===== config.mk =====
export PLATFORM = sky130hd
export DESIGN_NAME = ocds_top
export DESIGN_NICKNAME = d
export VERILOG_FILES = /design/src/hdl/ocds_pkg.sv /design/src/hdl/ocds_sync.sv /design/src/hdl/ocds_top.sv
export SDC_FILE = /design/constraint.sdc
export NUM_CORES = 1
export LEC_CHECK = 0
export ABC_AREA = 1
export BUFFER_PORTS_ARGS = -buffer_cell sky130_fd_sc_hd__buf_2
export CAP_MARGIN = 30
export CORE_MARGIN = 3
export CORE_UTILIZATION = 49
export DETAILED_ROUTE_END_ITERATION = 12
export PLACE_DENSITY = 0.63
export RECOVER_POWER = 100
export SLEW_MARGIN = 20
export SYNTH_ARGS = -nofsm -noshare
export SYNTH_HDL_FRONTEND = slang
export SYNTH_SLANG_ARGS = --single-unit

===== constraint.sdc =====
create_clock -name clk_sys -period 172.9 [get_ports clk_sys]
set_input_delay 8.645 -clock clk_sys [delete_from_list [all_inputs] [get_ports clk_sys]]
set_output_delay 8.645 -clock clk_sys [all_outputs]
set_load 0.005 [all_outputs]

===== src/hdl/ocds_pkg.sv =====
// Shared constants and types for the output channel diagnostic status block.
// Assumes a 32-bit AXI4-Lite register bus and at most eight channels.
package ocds_pkg;

    localparam int NUM_CH_DEFAULT = 8;
    localparam int ADDR_W = 5;
    localparam int DATA_W = 32;

    // Register byte offsets
    localparam logic [4:0] OFF_CH_ENABLE = 5'h00;
    localparam logic [4:0] OFF_CH_MODE = 5'h04;
    localparam logic [4:0] OFF_DIAG_STATUS = 5'h08;
    localparam logic [4:0] OFF_FLAGS_A = 5'h0C;
    localparam logic [4:0] OFF_FLAGS_B = 5'h10;
    localparam logic [4:0] OFF_IRQ_STATUS = 5'h14;
    localparam logic [4:0] OFF_IRQ_MASK = 5'h18;

    // Reset values, counter wrap target and counter step
    localparam logic [7:0] CH_ENABLE_RESET = 8'hFF;
    localparam logic [7:0] CH_MODE_RESET = 8'h00;
    localparam logic [7:0] COUNTER_RESET = 8'h00;
    localparam logic [7:0] COUNTER_WRAP_TO = 8'h01;
    localparam logic [7:0] COUNTER_STEP = 8'h01;

    // Field positions
    localparam int POS_ANY = 0;
    localparam int POS_COUNT = 8;
    localparam int POS_BAD = 0;
    localparam int POS_UNCERTAIN = 8;
    localparam int POS_OPEN = 16;
    localparam int POS_SHORT = 24;
    localparam int POS_HOT = 0;
    localparam int POS_FIELD = 8;

    // Interrupt status bits
    localparam int IRQ_W = 3;
    localparam int IRQ_COUNT = 0;
    localparam int IRQ_RISE = 1;
    localparam int IRQ_FALL = 2;
    localparam logic [2:0] IRQ_MASK_RESET = 3'h0;

    localparam logic [1:0] RESP_OKAY = 2'h0;
    localparam logic [1:0] RESP_SLVERR = 2'h2;

    // Channel mode bit: set means current output, clear means voltage output
    localparam logic MODE_CURRENT = 1'h1;

    typedef struct packed {
        logic bad;
        logic uncertain;
        logic open_wire_flag;
        logic output_short_flag;
        logic module_hot_flag;
        logic field_supply_missing_flag;
    } ocds_chan_flags_t;

    typedef struct packed {
        logic open_wire;
        logic output_short;
        logic module_hot;
        logic field_supply_missing;
        logic out_of_range;
        logic offset_invalid;
        logic cal_fault;
    } ocds_chan_sense_t;

    typedef enum logic [0:0] {
        OCDS_BUS_IDLE = 1'h0,
        OCDS_BUS_BUSY = 1'h1
    } ocds_bus_state_t;

endpackage


===== src/hdl/ocds_sync.sv =====
// Two flip-flop synchroniser for a vector of independent levels.
// Assumes each bit is a slow level; no bus coherency is implied.
`timescale 1ns/10ps
`default_nettype none
module ocds_sync #(
    parameter int WIDTH = 8
) (
    input wire logic clk_sys,
    input wire logic reset_n,
    input wire logic [WIDTH-1:0] async_in,
    output logic [WIDTH-1:0] sync_out
);

    logic [WIDTH-1:0] stage1;
    logic [WIDTH-1:0] next_stage1;
    logic [WIDTH-1:0] next_sync_out;

    always_comb begin
        next_stage1 = async_in;
        next_sync_out = stage1;
        if (!reset_n) begin
            next_stage1 = '0;
            next_sync_out = '0;
        end
    end

    always_ff @(posedge clk_sys) begin
        stage1 <= next_stage1;
        sync_out <= next_sync_out;
    end

endmodule
`default_nettype wire


===== src/hdl/ocds_top.sv =====
// Per-channel diagnostic flags, any-diagnostic flag, event counter and IRQ.
// Assumes raw sense levels from detection circuits on pins, AXI4-Lite master.
// Operation
// RULE1: Any-diagnostic flag high while any diagnostic active
// RULE2: Count each condition detect and each clear
// RULE3: Counter cleared to zero by reset
// RULE4: Counter wraps from all ones to one
// RULE5: Counter signed eight bit, zero only after reset
// RULE6: Bad flag for disabled, open or shorted; code also sets it for missing field supply
// RULE7: Bad and uncertain flags clear without acknowledge
// RULE8: Uncertain flag for range, heat, offset, calibration
// RULE9: Open-wire flag for disconnected wire or terminal
// RULE10: Open wire judged only in current mode
// RULE11: Short flag judged only in voltage mode
// RULE12: Over-temperature flag follows module heat
// RULE13: Field supply flag high while supply absent
// RULE14: Any flag ORs flags of enabled channels
// RULE15: Simultaneous edges each advance counter once
`timescale 1ns/10ps
`default_nettype none
module ocds_top #(
    parameter int NUM_CH = ocds_pkg::NUM_CH_DEFAULT
) (
    input wire logic clk_sys,
    input wire logic reset_n,
    input wire ocds_pkg::ocds_chan_sense_t [NUM_CH-1:0] sense_raw,
    input wire logic [ocds_pkg::ADDR_W-1:0] s_axi_awaddr,
    input wire logic s_axi_awvalid,
    output logic s_axi_awready,
    input wire logic [ocds_pkg::DATA_W-1:0] s_axi_wdata,
    input wire logic [3:0] s_axi_wstrb,
    input wire logic s_axi_wvalid,
    output logic s_axi_wready,
    output logic [1:0] s_axi_bresp,
    output logic s_axi_bvalid,
    input wire logic s_axi_bready,
    input wire logic [ocds_pkg::ADDR_W-1:0] s_axi_araddr,
    input wire logic s_axi_arvalid,
    output logic s_axi_arready,
    output logic [ocds_pkg::DATA_W-1:0] s_axi_rdata,
    output logic [1:0] s_axi_rresp,
    output logic s_axi_rvalid,
    input wire logic s_axi_rready,
    output ocds_pkg::ocds_chan_flags_t [NUM_CH-1:0] chan_flags,
    output logic any_diag_flag,
    output logic signed [7:0] diag_event_counter,
    output logic irq
);

    localparam int FLAG_W = $bits(ocds_pkg::ocds_chan_flags_t);
    localparam int SENSE_W = $bits(ocds_pkg::ocds_chan_sense_t);
    localparam int EDGE_W = $clog2(NUM_CH * FLAG_W + 1);

    // Adds n single steps to the counter, skipping zero on every step
    function automatic logic [7:0] skip_add(input logic [7:0] c, input logic [EDGE_W-1:0] n);
        logic [7:0] v;
        v = c;
        for (int i = 0; i < NUM_CH * FLAG_W; i++) begin
            if (i < int'(n)) begin
                v = v + ocds_pkg::COUNTER_STEP; // see RULE15
                if (v == ocds_pkg::COUNTER_RESET) begin
                    v = ocds_pkg::COUNTER_WRAP_TO; // see RULE4
                end
            end
        end
        return v;
    endfunction

    // Number of set bits in a flag vector
    function automatic logic [EDGE_W-1:0] count_ones(input logic [NUM_CH*FLAG_W-1:0] x);
        logic [EDGE_W-1:0] s;
        s = '0;
        for (int i = 0; i < NUM_CH * FLAG_W; i++) begin
            s = s + EDGE_W'(x[i]);
        end
        return s;
    endfunction

    ocds_pkg::ocds_chan_sense_t [NUM_CH-1:0] sense;

    ocds_sync #(
        .WIDTH(NUM_CH * SENSE_W)
    ) u_sync (
        .clk_sys(clk_sys),
        .reset_n(reset_n),
        .async_in(sense_raw),
        .sync_out(sense)
    );

    // Software state
    logic [NUM_CH-1:0] ch_enable;
    logic [NUM_CH-1:0] ch_mode;
    localparam int IRQ_W_L = ocds_pkg::IRQ_W;
    logic [IRQ_W_L-1:0] irq_status;
    logic [IRQ_W_L-1:0] irq_mask;
    logic [NUM_CH-1:0] next_ch_enable;
    logic [NUM_CH-1:0] next_ch_mode;
    logic [IRQ_W_L-1:0] next_irq_status;
    logic [IRQ_W_L-1:0] next_irq_mask;

    // Diagnostic state
    ocds_pkg::ocds_chan_flags_t [NUM_CH-1:0] next_chan_flags;
    logic next_any_diag_flag;
    logic [7:0] next_diag_event_counter;
    logic [EDGE_W-1:0] edge_count;
    logic [IRQ_W_L-1:0] irq_event;

    // Bus state
    ocds_pkg::ocds_bus_state_t wr_state;
    ocds_pkg::ocds_bus_state_t next_wr_state;
    ocds_pkg::ocds_bus_state_t rd_state;
    ocds_pkg::ocds_bus_state_t next_rd_state;
    logic aw_have;
    logic next_aw_have;
    logic w_have;
    logic next_w_have;
    logic [ocds_pkg::ADDR_W-1:0] aw_addr;
    logic [ocds_pkg::ADDR_W-1:0] next_aw_addr;
    logic [ocds_pkg::DATA_W-1:0] w_data;
    logic [ocds_pkg::DATA_W-1:0] next_w_data;
    logic [3:0] w_strb;
    logic [3:0] next_w_strb;
    logic [1:0] next_bresp;
    logic [ocds_pkg::DATA_W-1:0] next_rdata;
    logic [1:0] next_rresp;
    logic do_write;

    assign s_axi_awready = (wr_state == ocds_pkg::OCDS_BUS_IDLE) && !aw_have;
    assign s_axi_wready = (wr_state == ocds_pkg::OCDS_BUS_IDLE) && !w_have;
    assign s_axi_bvalid = (wr_state == ocds_pkg::OCDS_BUS_BUSY);
    assign s_axi_arready = (rd_state == ocds_pkg::OCDS_BUS_IDLE);
    assign s_axi_rvalid = (rd_state == ocds_pkg::OCDS_BUS_BUSY);
    assign irq = |(irq_status & irq_mask);
    assign do_write = aw_have && w_have && (wr_state == ocds_pkg::OCDS_BUS_IDLE);

    // Flag evaluation and counter
    always_comb begin
        next_any_diag_flag = 1'h0;
        for (int ch = 0; ch < NUM_CH; ch++) begin
            next_chan_flags[ch].open_wire_flag = ch_enable[ch] && sense[ch].open_wire
                && (ch_mode[ch] == ocds_pkg::MODE_CURRENT); // see RULE9 see RULE10
            next_chan_flags[ch].output_short_flag = ch_enable[ch] && sense[ch].output_short
                && (ch_mode[ch] != ocds_pkg::MODE_CURRENT); // see RULE11
            next_chan_flags[ch].module_hot_flag = sense[ch].module_hot; // see RULE12
            next_chan_flags[ch].field_supply_missing_flag =
                sense[ch].field_supply_missing; // see RULE13
            // Levels only, so each flag drops as soon as its cause goes (see RULE7)
            next_chan_flags[ch].bad = !ch_enable[ch]
                || next_chan_flags[ch].open_wire_flag
                || next_chan_flags[ch].output_short_flag
                || next_chan_flags[ch].field_supply_missing_flag; // see RULE6
            next_chan_flags[ch].uncertain = ch_enable[ch] && (sense[ch].out_of_range
                || sense[ch].module_hot || sense[ch].offset_invalid
                || sense[ch].cal_fault); // see RULE8
            if (ch_enable[ch] && (|next_chan_flags[ch])) begin
                next_any_diag_flag = 1'h1; // see RULE1 see RULE14
            end
        end
        edge_count = count_ones(next_chan_flags ^ chan_flags); // see RULE2
        next_diag_event_counter = skip_add(diag_event_counter, edge_count); // see RULE5
        irq_event = '0;
        irq_event[ocds_pkg::IRQ_COUNT] = (edge_count != '0);
        irq_event[ocds_pkg::IRQ_RISE] = next_any_diag_flag && !any_diag_flag;
        irq_event[ocds_pkg::IRQ_FALL] = !next_any_diag_flag && any_diag_flag;
        if (!reset_n) begin
            next_chan_flags = '0;
            next_any_diag_flag = 1'h0;
            next_diag_event_counter = ocds_pkg::COUNTER_RESET; // see RULE3
        end
    end

    always_ff @(posedge clk_sys) begin
        chan_flags <= next_chan_flags;
        any_diag_flag <= next_any_diag_flag;
        diag_event_counter <= next_diag_event_counter;
    end

    // Software registers, interrupt status with set winning over clear
    always_comb begin
        next_ch_enable = ch_enable;
        next_ch_mode = ch_mode;
        next_irq_mask = irq_mask;
        next_irq_status = irq_status;
        if (do_write && w_strb[0]) begin
            case (aw_addr)
                ocds_pkg::OFF_CH_ENABLE: begin
                    next_ch_enable = w_data[NUM_CH-1:0];
                end
                ocds_pkg::OFF_CH_MODE: begin
                    next_ch_mode = w_data[NUM_CH-1:0];
                end
                ocds_pkg::OFF_IRQ_STATUS: begin
                    next_irq_status = irq_status & ~w_data[IRQ_W_L-1:0];
                end
                ocds_pkg::OFF_IRQ_MASK: begin
                    next_irq_mask = w_data[IRQ_W_L-1:0];
                end
                default: begin
                end
            endcase
        end
        next_irq_status = next_irq_status | irq_event;
        if (!reset_n) begin
            next_ch_enable = ocds_pkg::CH_ENABLE_RESET[NUM_CH-1:0];
            next_ch_mode = ocds_pkg::CH_MODE_RESET[NUM_CH-1:0];
            next_irq_status = '0;
            next_irq_mask = ocds_pkg::IRQ_MASK_RESET;
        end
    end

    always_ff @(posedge clk_sys) begin
        ch_enable <= next_ch_enable;
        ch_mode <= next_ch_mode;
        irq_status <= next_irq_status;
        irq_mask <= next_irq_mask;
    end

    // Write channel: address and data taken in either order
    always_comb begin
        next_wr_state = wr_state;
        next_aw_have = aw_have;
        next_w_have = w_have;
        next_aw_addr = aw_addr;
        next_w_data = w_data;
        next_w_strb = w_strb;
        next_bresp = s_axi_bresp;
        if (s_axi_awvalid && s_axi_awready) begin
            next_aw_have = 1'h1;
            next_aw_addr = s_axi_awaddr;
        end
        if (s_axi_wvalid && s_axi_wready) begin
            next_w_have = 1'h1;
            next_w_data = s_axi_wdata;
            next_w_strb = s_axi_wstrb;
        end
        if (do_write) begin
            next_aw_have = 1'h0;
            next_w_have = 1'h0;
            next_wr_state = ocds_pkg::OCDS_BUS_BUSY;
            case (aw_addr)
                ocds_pkg::OFF_CH_ENABLE, ocds_pkg::OFF_CH_MODE, ocds_pkg::OFF_DIAG_STATUS,
                ocds_pkg::OFF_FLAGS_A, ocds_pkg::OFF_FLAGS_B, ocds_pkg::OFF_IRQ_STATUS,
                ocds_pkg::OFF_IRQ_MASK: begin
                    next_bresp = ocds_pkg::RESP_OKAY;
                end
                default: begin
                    next_bresp = ocds_pkg::RESP_SLVERR;
                end
            endcase
        end
        if ((wr_state == ocds_pkg::OCDS_BUS_BUSY) && s_axi_bready) begin
            next_wr_state = ocds_pkg::OCDS_BUS_IDLE;
        end
        if (!reset_n) begin
            next_wr_state = ocds_pkg::OCDS_BUS_IDLE;
            next_aw_have = 1'h0;
            next_w_have = 1'h0;
            next_aw_addr = '0;
            next_w_data = '0;
            next_w_strb = '0;
            next_bresp = ocds_pkg::RESP_OKAY;
        end
    end

    always_ff @(posedge clk_sys) begin
        wr_state <= next_wr_state;
        aw_have <= next_aw_have;
        w_have <= next_w_have;
        aw_addr <= next_aw_addr;
        w_data <= next_w_data;
        w_strb <= next_w_strb;
        s_axi_bresp <= next_bresp;
    end

    // Read channel
    always_comb begin
        next_rd_state = rd_state;
        next_rdata = s_axi_rdata;
        next_rresp = s_axi_rresp;
        if (s_axi_arvalid && s_axi_arready) begin
            next_rd_state = ocds_pkg::OCDS_BUS_BUSY;
            next_rdata = '0;
            next_rresp = ocds_pkg::RESP_OKAY;
            case (s_axi_araddr)
                ocds_pkg::OFF_CH_ENABLE: begin
                    next_rdata[NUM_CH-1:0] = ch_enable;
                end
                ocds_pkg::OFF_CH_MODE: begin
                    next_rdata[NUM_CH-1:0] = ch_mode;
                end
                ocds_pkg::OFF_DIAG_STATUS: begin
                    next_rdata[ocds_pkg::POS_ANY] = any_diag_flag;
                    next_rdata[ocds_pkg::POS_COUNT +: 8] = diag_event_counter;
                end
                ocds_pkg::OFF_FLAGS_A: begin
                    for (int ch = 0; ch < NUM_CH; ch++) begin
                        next_rdata[ocds_pkg::POS_BAD + ch] = chan_flags[ch].bad;
                        next_rdata[ocds_pkg::POS_UNCERTAIN + ch] = chan_flags[ch].uncertain;
                        next_rdata[ocds_pkg::POS_OPEN + ch] = chan_flags[ch].open_wire_flag;
                        next_rdata[ocds_pkg::POS_SHORT + ch] = chan_flags[ch].output_short_flag;
                    end
                end
                ocds_pkg::OFF_FLAGS_B: begin
                    for (int ch = 0; ch < NUM_CH; ch++) begin
                        next_rdata[ocds_pkg::POS_HOT + ch] = chan_flags[ch].module_hot_flag;
                        next_rdata[ocds_pkg::POS_FIELD + ch] =
                            chan_flags[ch].field_supply_missing_flag;
                    end
                end
                ocds_pkg::OFF_IRQ_STATUS: begin
                    next_rdata[IRQ_W_L-1:0] = irq_status;
                end
                ocds_pkg::OFF_IRQ_MASK: begin
                    next_rdata[IRQ_W_L-1:0] = irq_mask;
                end
                default: begin
                    next_rresp = ocds_pkg::RESP_SLVERR;
                end
            endcase
        end
        if ((rd_state == ocds_pkg::OCDS_BUS_BUSY) && s_axi_rready) begin
            next_rd_state = ocds_pkg::OCDS_BUS_IDLE;
        end
        if (!reset_n) begin
            next_rd_state = ocds_pkg::OCDS_BUS_IDLE;
            next_rdata = '0;
            next_rresp = ocds_pkg::RESP_OKAY;
        end
    end

    always_ff @(posedge clk_sys) begin
        rd_state <= next_rd_state;
        s_axi_rdata <= next_rdata;
        s_axi_rresp <= next_rresp;
    end

endmodule
`default_nettype wire


==> results.ini, run 1 <==
[outcome]
violations = capacitance limit, slew limit
status = finished with violations

[timing]
fin_crit_sh = 0.419
setup_viol = 0
fin_ws_ns = 100.47
fin_crit_ns = 72.43
fin_setup_tns_ns = 0
slew_violations = 226
rsz0062_at_grt = false
timing.hold.ws_ns = 0.409
max_freq_ghz = 0.0138
report.final.hold_viol_count = 0
finClkSkew_ns = 0.0168
maxSlewHeadroom = -1.94
tightest_slew_ns = 4.40

[logic_synthesis]
synthCells = 4255
synthSimpleGateAreaFrac = 0.465
synth-edff-count = 0
ys_types = 67
synth_commonest_cells = 1,178 x nand2_1, 663 x inv_1, 380 x nor2_1
synthAdderAreaFrac = 0.0581
synthMuxAreaShare = 0
ys_seq_area_frac = 0.189
synth_most_common_cell = nand2_1
yosys_warnings = 0
synth_async_sr_flop_share = 0
synth_top_cell_area_share = 0.189
synth_xor_xnor_area_share = 0.0327
synth_top_family_by_area = simple AND/OR/NAND/NOR gates
synth_area_leaders = dfxtp_1 19%, nand2_1 17%, inv_1 9.7%, nand3_1 6.9%, nor2_1 5.5%
syn_avg_cell_area_um2 = 6.04
synth_area_leader_cell = dfxtp_1
synth_area_mm2 = 0.0257
synth-main-ff-cell = dfxtp_1
synth-compound-area-share = 0.128
ys_seq_elements = 243

[setup_path]
cp-end-kind = register
crit_arrival_ns = 72.85
cpPeakStageDelay_ns = 0.78
crit_required_ns = 173.32
cpLargestDelayFamily = simple AND/OR/NAND/NOR gates
cp_slowest_cell = fa_1
crit_fanout = 17
critPathMostFrequentCell = nand2_1
crit_buf_inv = 68
startpoint_type = register
path_class = reg2reg

[layout]
drive_gt1_frac = 0.159
insertedDiodeCount = 0
nNetsFinal = 4623
nFillCells = 5460
areaGrowthSynthToFinish_pct = 8.40

[route]
ant_nets = 0
dr.pass1.iters = 6
drc = 0
routedWlPerCell_um = 13.4
first_iter_violations = 1524
drt-total-wl_um = 68400
vias = 26000
vias_per_cell = 5.08

[grt]
grt_pass1_vias = 23400
grt_overflow_total = 0
antenna_found_initial = 1
grt_usage = 0.239
grt_max_degree = 115
grt_pass1_wl_um = 115000

[job]
cap_violations = 3

[cts]
worstSkewPairLatency_ns = 0.53
numCtsBuffers = 25
cts_tree = done
clk_pin_slew_worst_paths_ns = 0.06
cts.path.max_buffers = 3
cts_resized = 0
cts_setup_buffers = 0
cts_hold_buf = 0
cts.sinks = 243
root_buffer = clkbuf_16
htreeDepth = 1

[floorplan]
io_pins = 208
start_util = 0.498
core_area_mm2 = 0.0516
rows = 83
chipWidth_um = 235
die_area_mm2 = 0.0552
fp.dieH_um = 235

[placement]
dp_slack_ns = 102.67
port-buffer-count = 178
gp_congestion = 0.913
dp_hpwl_um = 55700

[min_path]
hold_class = reg2reg

[flip-flops by register name, summed over array words and instances (netlist names), 3 cells and up]
name and flops:
u_sync.stage1 56, u_sync.sync_out 56, chan_flags 48, s_axi_rdata 32, ch_enable 8, ch_mode 8, diag_event_counter 8, w_data 8
aw_addr 5, irq_mask 3, irq_status 3
[worst register-to-register path: cells and delay by family, from the launching register on]
family | cells | cell delay (ns)
simple gates | 307 | 37.00
compound gates | 62 | 15.60
fa+ha+maj | 55 | 13.96
buf+inv | 68 | 4.65
xor+xnor | 3 | 0.65
flops | 1 | 0.34
[final timing paths]
| kind | depth (start not counted) | startpoint | end | slack (ns) |
|---|---|---|---|---|
| setup / recovery | 495 | ch_enable[2] | diag_event_counter[7] | 100.47 |
| hold / removal | 2 | u_sync.stage1[47] | u_sync.sync_out[47] | 0.41 |
| setup reg to reg | 495 | ch_enable[2] | diag_event_counter[7] | 100.47 |
| hold reg to reg | 2 | u_sync.stage1[47] | u_sync.sync_out[47] | 0.41 |
[area by class of cell]
type                    count  area, µm²  share of cell area
multi-input cells        3218      17500               0.630
flip-flops and latches    243       4860               0.175
inverters                 735       2860               0.103
repair buffers            195        928              0.0333
well taps                 680        851              0.0305
clock buffers              32        672              0.0241
clock inverters            12        144             0.00516
[per-layer routing]
metal	track usage	vias up	routed length [µm]
li1	-	13900	-
met4	0.0328	2	959
met5	0	-	20
met3	0.0248	59	3140
met1	0.334	11600	33100
met2	0.409	489	31200
[per-stage QoR]
stage	instances	area, µm²	utilization
floorplan	4256	25700	-
global placement	5069	27200	0.527
detailed placement	5071	27200	0.527
CTS	5115	28000	0.543
global route	5115	27900	0.540
finish	5115	27900	0.540
[cells by family after synthesis]
family,count (synthesis)
other,1
XOR/XNOR,95
adder cells (fa/ha/maj),96
AND/OR/NAND/NOR,2524
flip-flops,243
AO/OA/AOI/OAI,501
buffers and inverters,795
[layout by cell type, fill, tap and decap left out, types with 91 or more instances in the layout]
master	n
inv_1	664
dfxtp_1	243
buf_2	109
nand4_1	173
o21ai_0	145
nand3_1	353
a21oi_1	131
nand2_2	207
nor2_1	378
o21ai_1	91
nand2_1	1178
Power of run 1 is not shown: default switching activity piles up to over one toggle a cycle in this logic, so the estimate is an artifact.
==> run 2: changes to the inputs <==
--- a/config.mk
+++ b/config.mk
@@ -11,7 +11,7 @@
 export CORE_MARGIN = 3
 export CORE_UTILIZATION = 49
 export DETAILED_ROUTE_END_ITERATION = 12
-export PLACE_DENSITY = 0.63
+export PLACE_DENSITY = 0.66
 export RECOVER_POWER = 100
 export SLEW_MARGIN = 20
 export SYNTH_ARGS = -nofsm -noshare
==> constraint.sdc (replaced) <==
create_clock -name clk_sys -period 58.2 [get_ports clk_sys]
set_input_delay 2.91 -clock clk_sys [delete_from_list [all_inputs] [get_ports clk_sys]]
set_output_delay 2.91 -clock clk_sys [all_outputs]
set_load 0.005 [all_outputs]
==> results.ini, run 2 (same netlist as run 1, synthesis figures left out) <==
[timing]
setup_viol = 8
finClkSkew_ns = 0.0265
slew_violations = 0
fin_crit_sh = 1.02
maxSlewHeadroom = 0.239
fin_crit_ns = 59.60
rsz0062_at_grt = true
max_freq_ghz = 0.0168
fin_ws_ns = -1.40
timing.hold.ws_ns = 0.407
report.final.hold_viol_count = 0
tightest_slew_ns = 1.14

[setup_path]
timing.rr.end = diag_event_counter[7]
critPathLaunch = ch_enable[4]
crit_required_ns = 58.63
path_class = reg2reg
startpoint_type = register
critPathMostFrequentCell = nand3_2
crit_fanout = 6
r2r_slack_ns = -1.40
cpPeakStageDelay_ns = 0.55
r2r-start = ch_enable[4]
cp_slowest_cell = fa_1
r2r_cells = 506
cpLargestDelayFamily = simple AND/OR/NAND/NOR gates
cp-end-kind = register
path_depth = 506
crit_buf_inv = 80
crit_arrival_ns = 60.03
crit_end = diag_event_counter[7]

[route]
drc = 0
first_iter_violations = 2042
ant_nets = 0
drt-total-wl_um = 86500
vias = 32400
dr.pass1.iters = 6
vias_per_cell = 5.05
routedWlPerCell_um = 13.5

[grt]
grt_usage = 0.278
antenna_found_initial = 1
grt_pass1_vias = 29500
met1_usage = 0.353
grt_pass1_wl_um = 135000
grt_busiest_layer = met2
gr-usage-met2 = 0.513
met3_usage = 0.0198
grt_max_degree = 99
grt_overflow_total = 0

[layout]
drive_gt1_frac = 0.431
multiInputGateArea_mm2 = 0.0195
instances_no_fill = 6412
areaGrowthSynthToFinish_pct = 54.8
nFillCells = 3811
nNetsFinal = 5920
insertedDiodeCount = 0
fin_area_mm2 = 0.0398
final_common_cell = buf_4
final_cell_mix = 1,303 x buf_4, 1,091 x nand2_1, 593 x inv_1
regArea_mm2 = 0.00488
top_regs = u_sync.stage1 x56, u_sync.sync_out x56, chan_flags x48

[floorplan]
die_area_mm2 = 0.0552
io_pins = 208
core_area_mm2 = 0.0516
fp.dieH_um = 235
chipWidth_um = 235
start_util = 0.498
rows = 83

[job]
cap_violations = 0

[placement]
dp_hpwl_um = 61600
dp_slack_ns = -4.26
placed_cell_area_mm2 = 0.0352
port-buffer-count = 178
gp_congestion = 0.882
dp.cells = 6114

[outcome]
violations = setup timing
status = finished with violations

[cts]
root_buffer = clkbuf_16
htreeDepth = 1
clk_pin_slew_worst_paths_ns = 0.07
cts_hold_buf = 0
cts_tree = done
cts.path.max_buffers = 3
numCtsBuffers = 23
cts.sinks = 243
worstSkewPairLatency_ns = 0.53

[min_path]
hold_class = reg2reg

[run 2: changes by cell type in the layout (fill, tap and decap cells not counted), sizes merged]
cell / delta
bufinv: +3
clkinv: -2
bufbuf: +1
clkbuf: -74
buf: +1370
clkdlybuf4s18: -1
[run 2: worst min path at each step]
stage | cells past startpoint | endpoint | from | slack [ns]
after CTS | 2 | u_sync.sync_out[21] | u_sync.stage1[21] | 0.41
final | 2 | u_sync.sync_out[21] | u_sync.stage1[21] | 0.41
after global placement | 2 | u_sync.sync_out[11] | u_sync.stage1[11] | 0.39
after global routing | 2 | u_sync.sync_out[21] | u_sync.stage1[21] | 0.43
after detailed placement | 2 | u_sync.sync_out[21] | u_sync.stage1[21] | 0.40
after floorplan | 2 | u_sync.sync_out[0] | u_sync.stage1[0] | 0.39
[run 2: metal layers]
layer  share of wire  vias to the layer above
met5               0                        -
met4           0.027                        0
met3           0.046                      186
met2            0.51                      846
met1            0.42                    14900
li1                -                    16400
[run 2: area by class of cell]
type                            instances  share of cell area
Inverter                              735              0.0728
Timing Repair Buffer                 1494               0.273
Clock buffer                           29              0.0155
Tap cell                              680              0.0214
Multi-Input combinational cell       3218               0.490
Clock inverter                         13             0.00538
Sequential cell                       243               0.123
[run 2: repair_timing]
item,4_1_cts,5_1_grt
setup buffers,183,72
resized for setup,288,250
pin swaps,364,336
gates cloned,1,0
endpoints found under the setup margin,8,8
[run 2: stage by stage]
step	utilization	setup TNS, ns
global route	0.771	-44.72
global placement	0.681	-24.72
finish	0.771	-10.70
CTS	0.741	-0.0420
detailed placement	0.681	-33.21
floorplan	-	-0.00488
[run 2: worst register-to-register path: cells and delay by family (launching register included)]
| family | cells | cell delay (ns) |
|---|---|---|
| compound gates | 59 | 9.31 |
| xor+xnor | 3 | 0.51 |
| fa+ha+maj | 53 | 11.90 |
| buf+inv | 80 | 5.30 |
| flops | 1 | 0.42 |
| simple gates | 311 | 32.16 |
Power of run 2 is left out for the same reason.
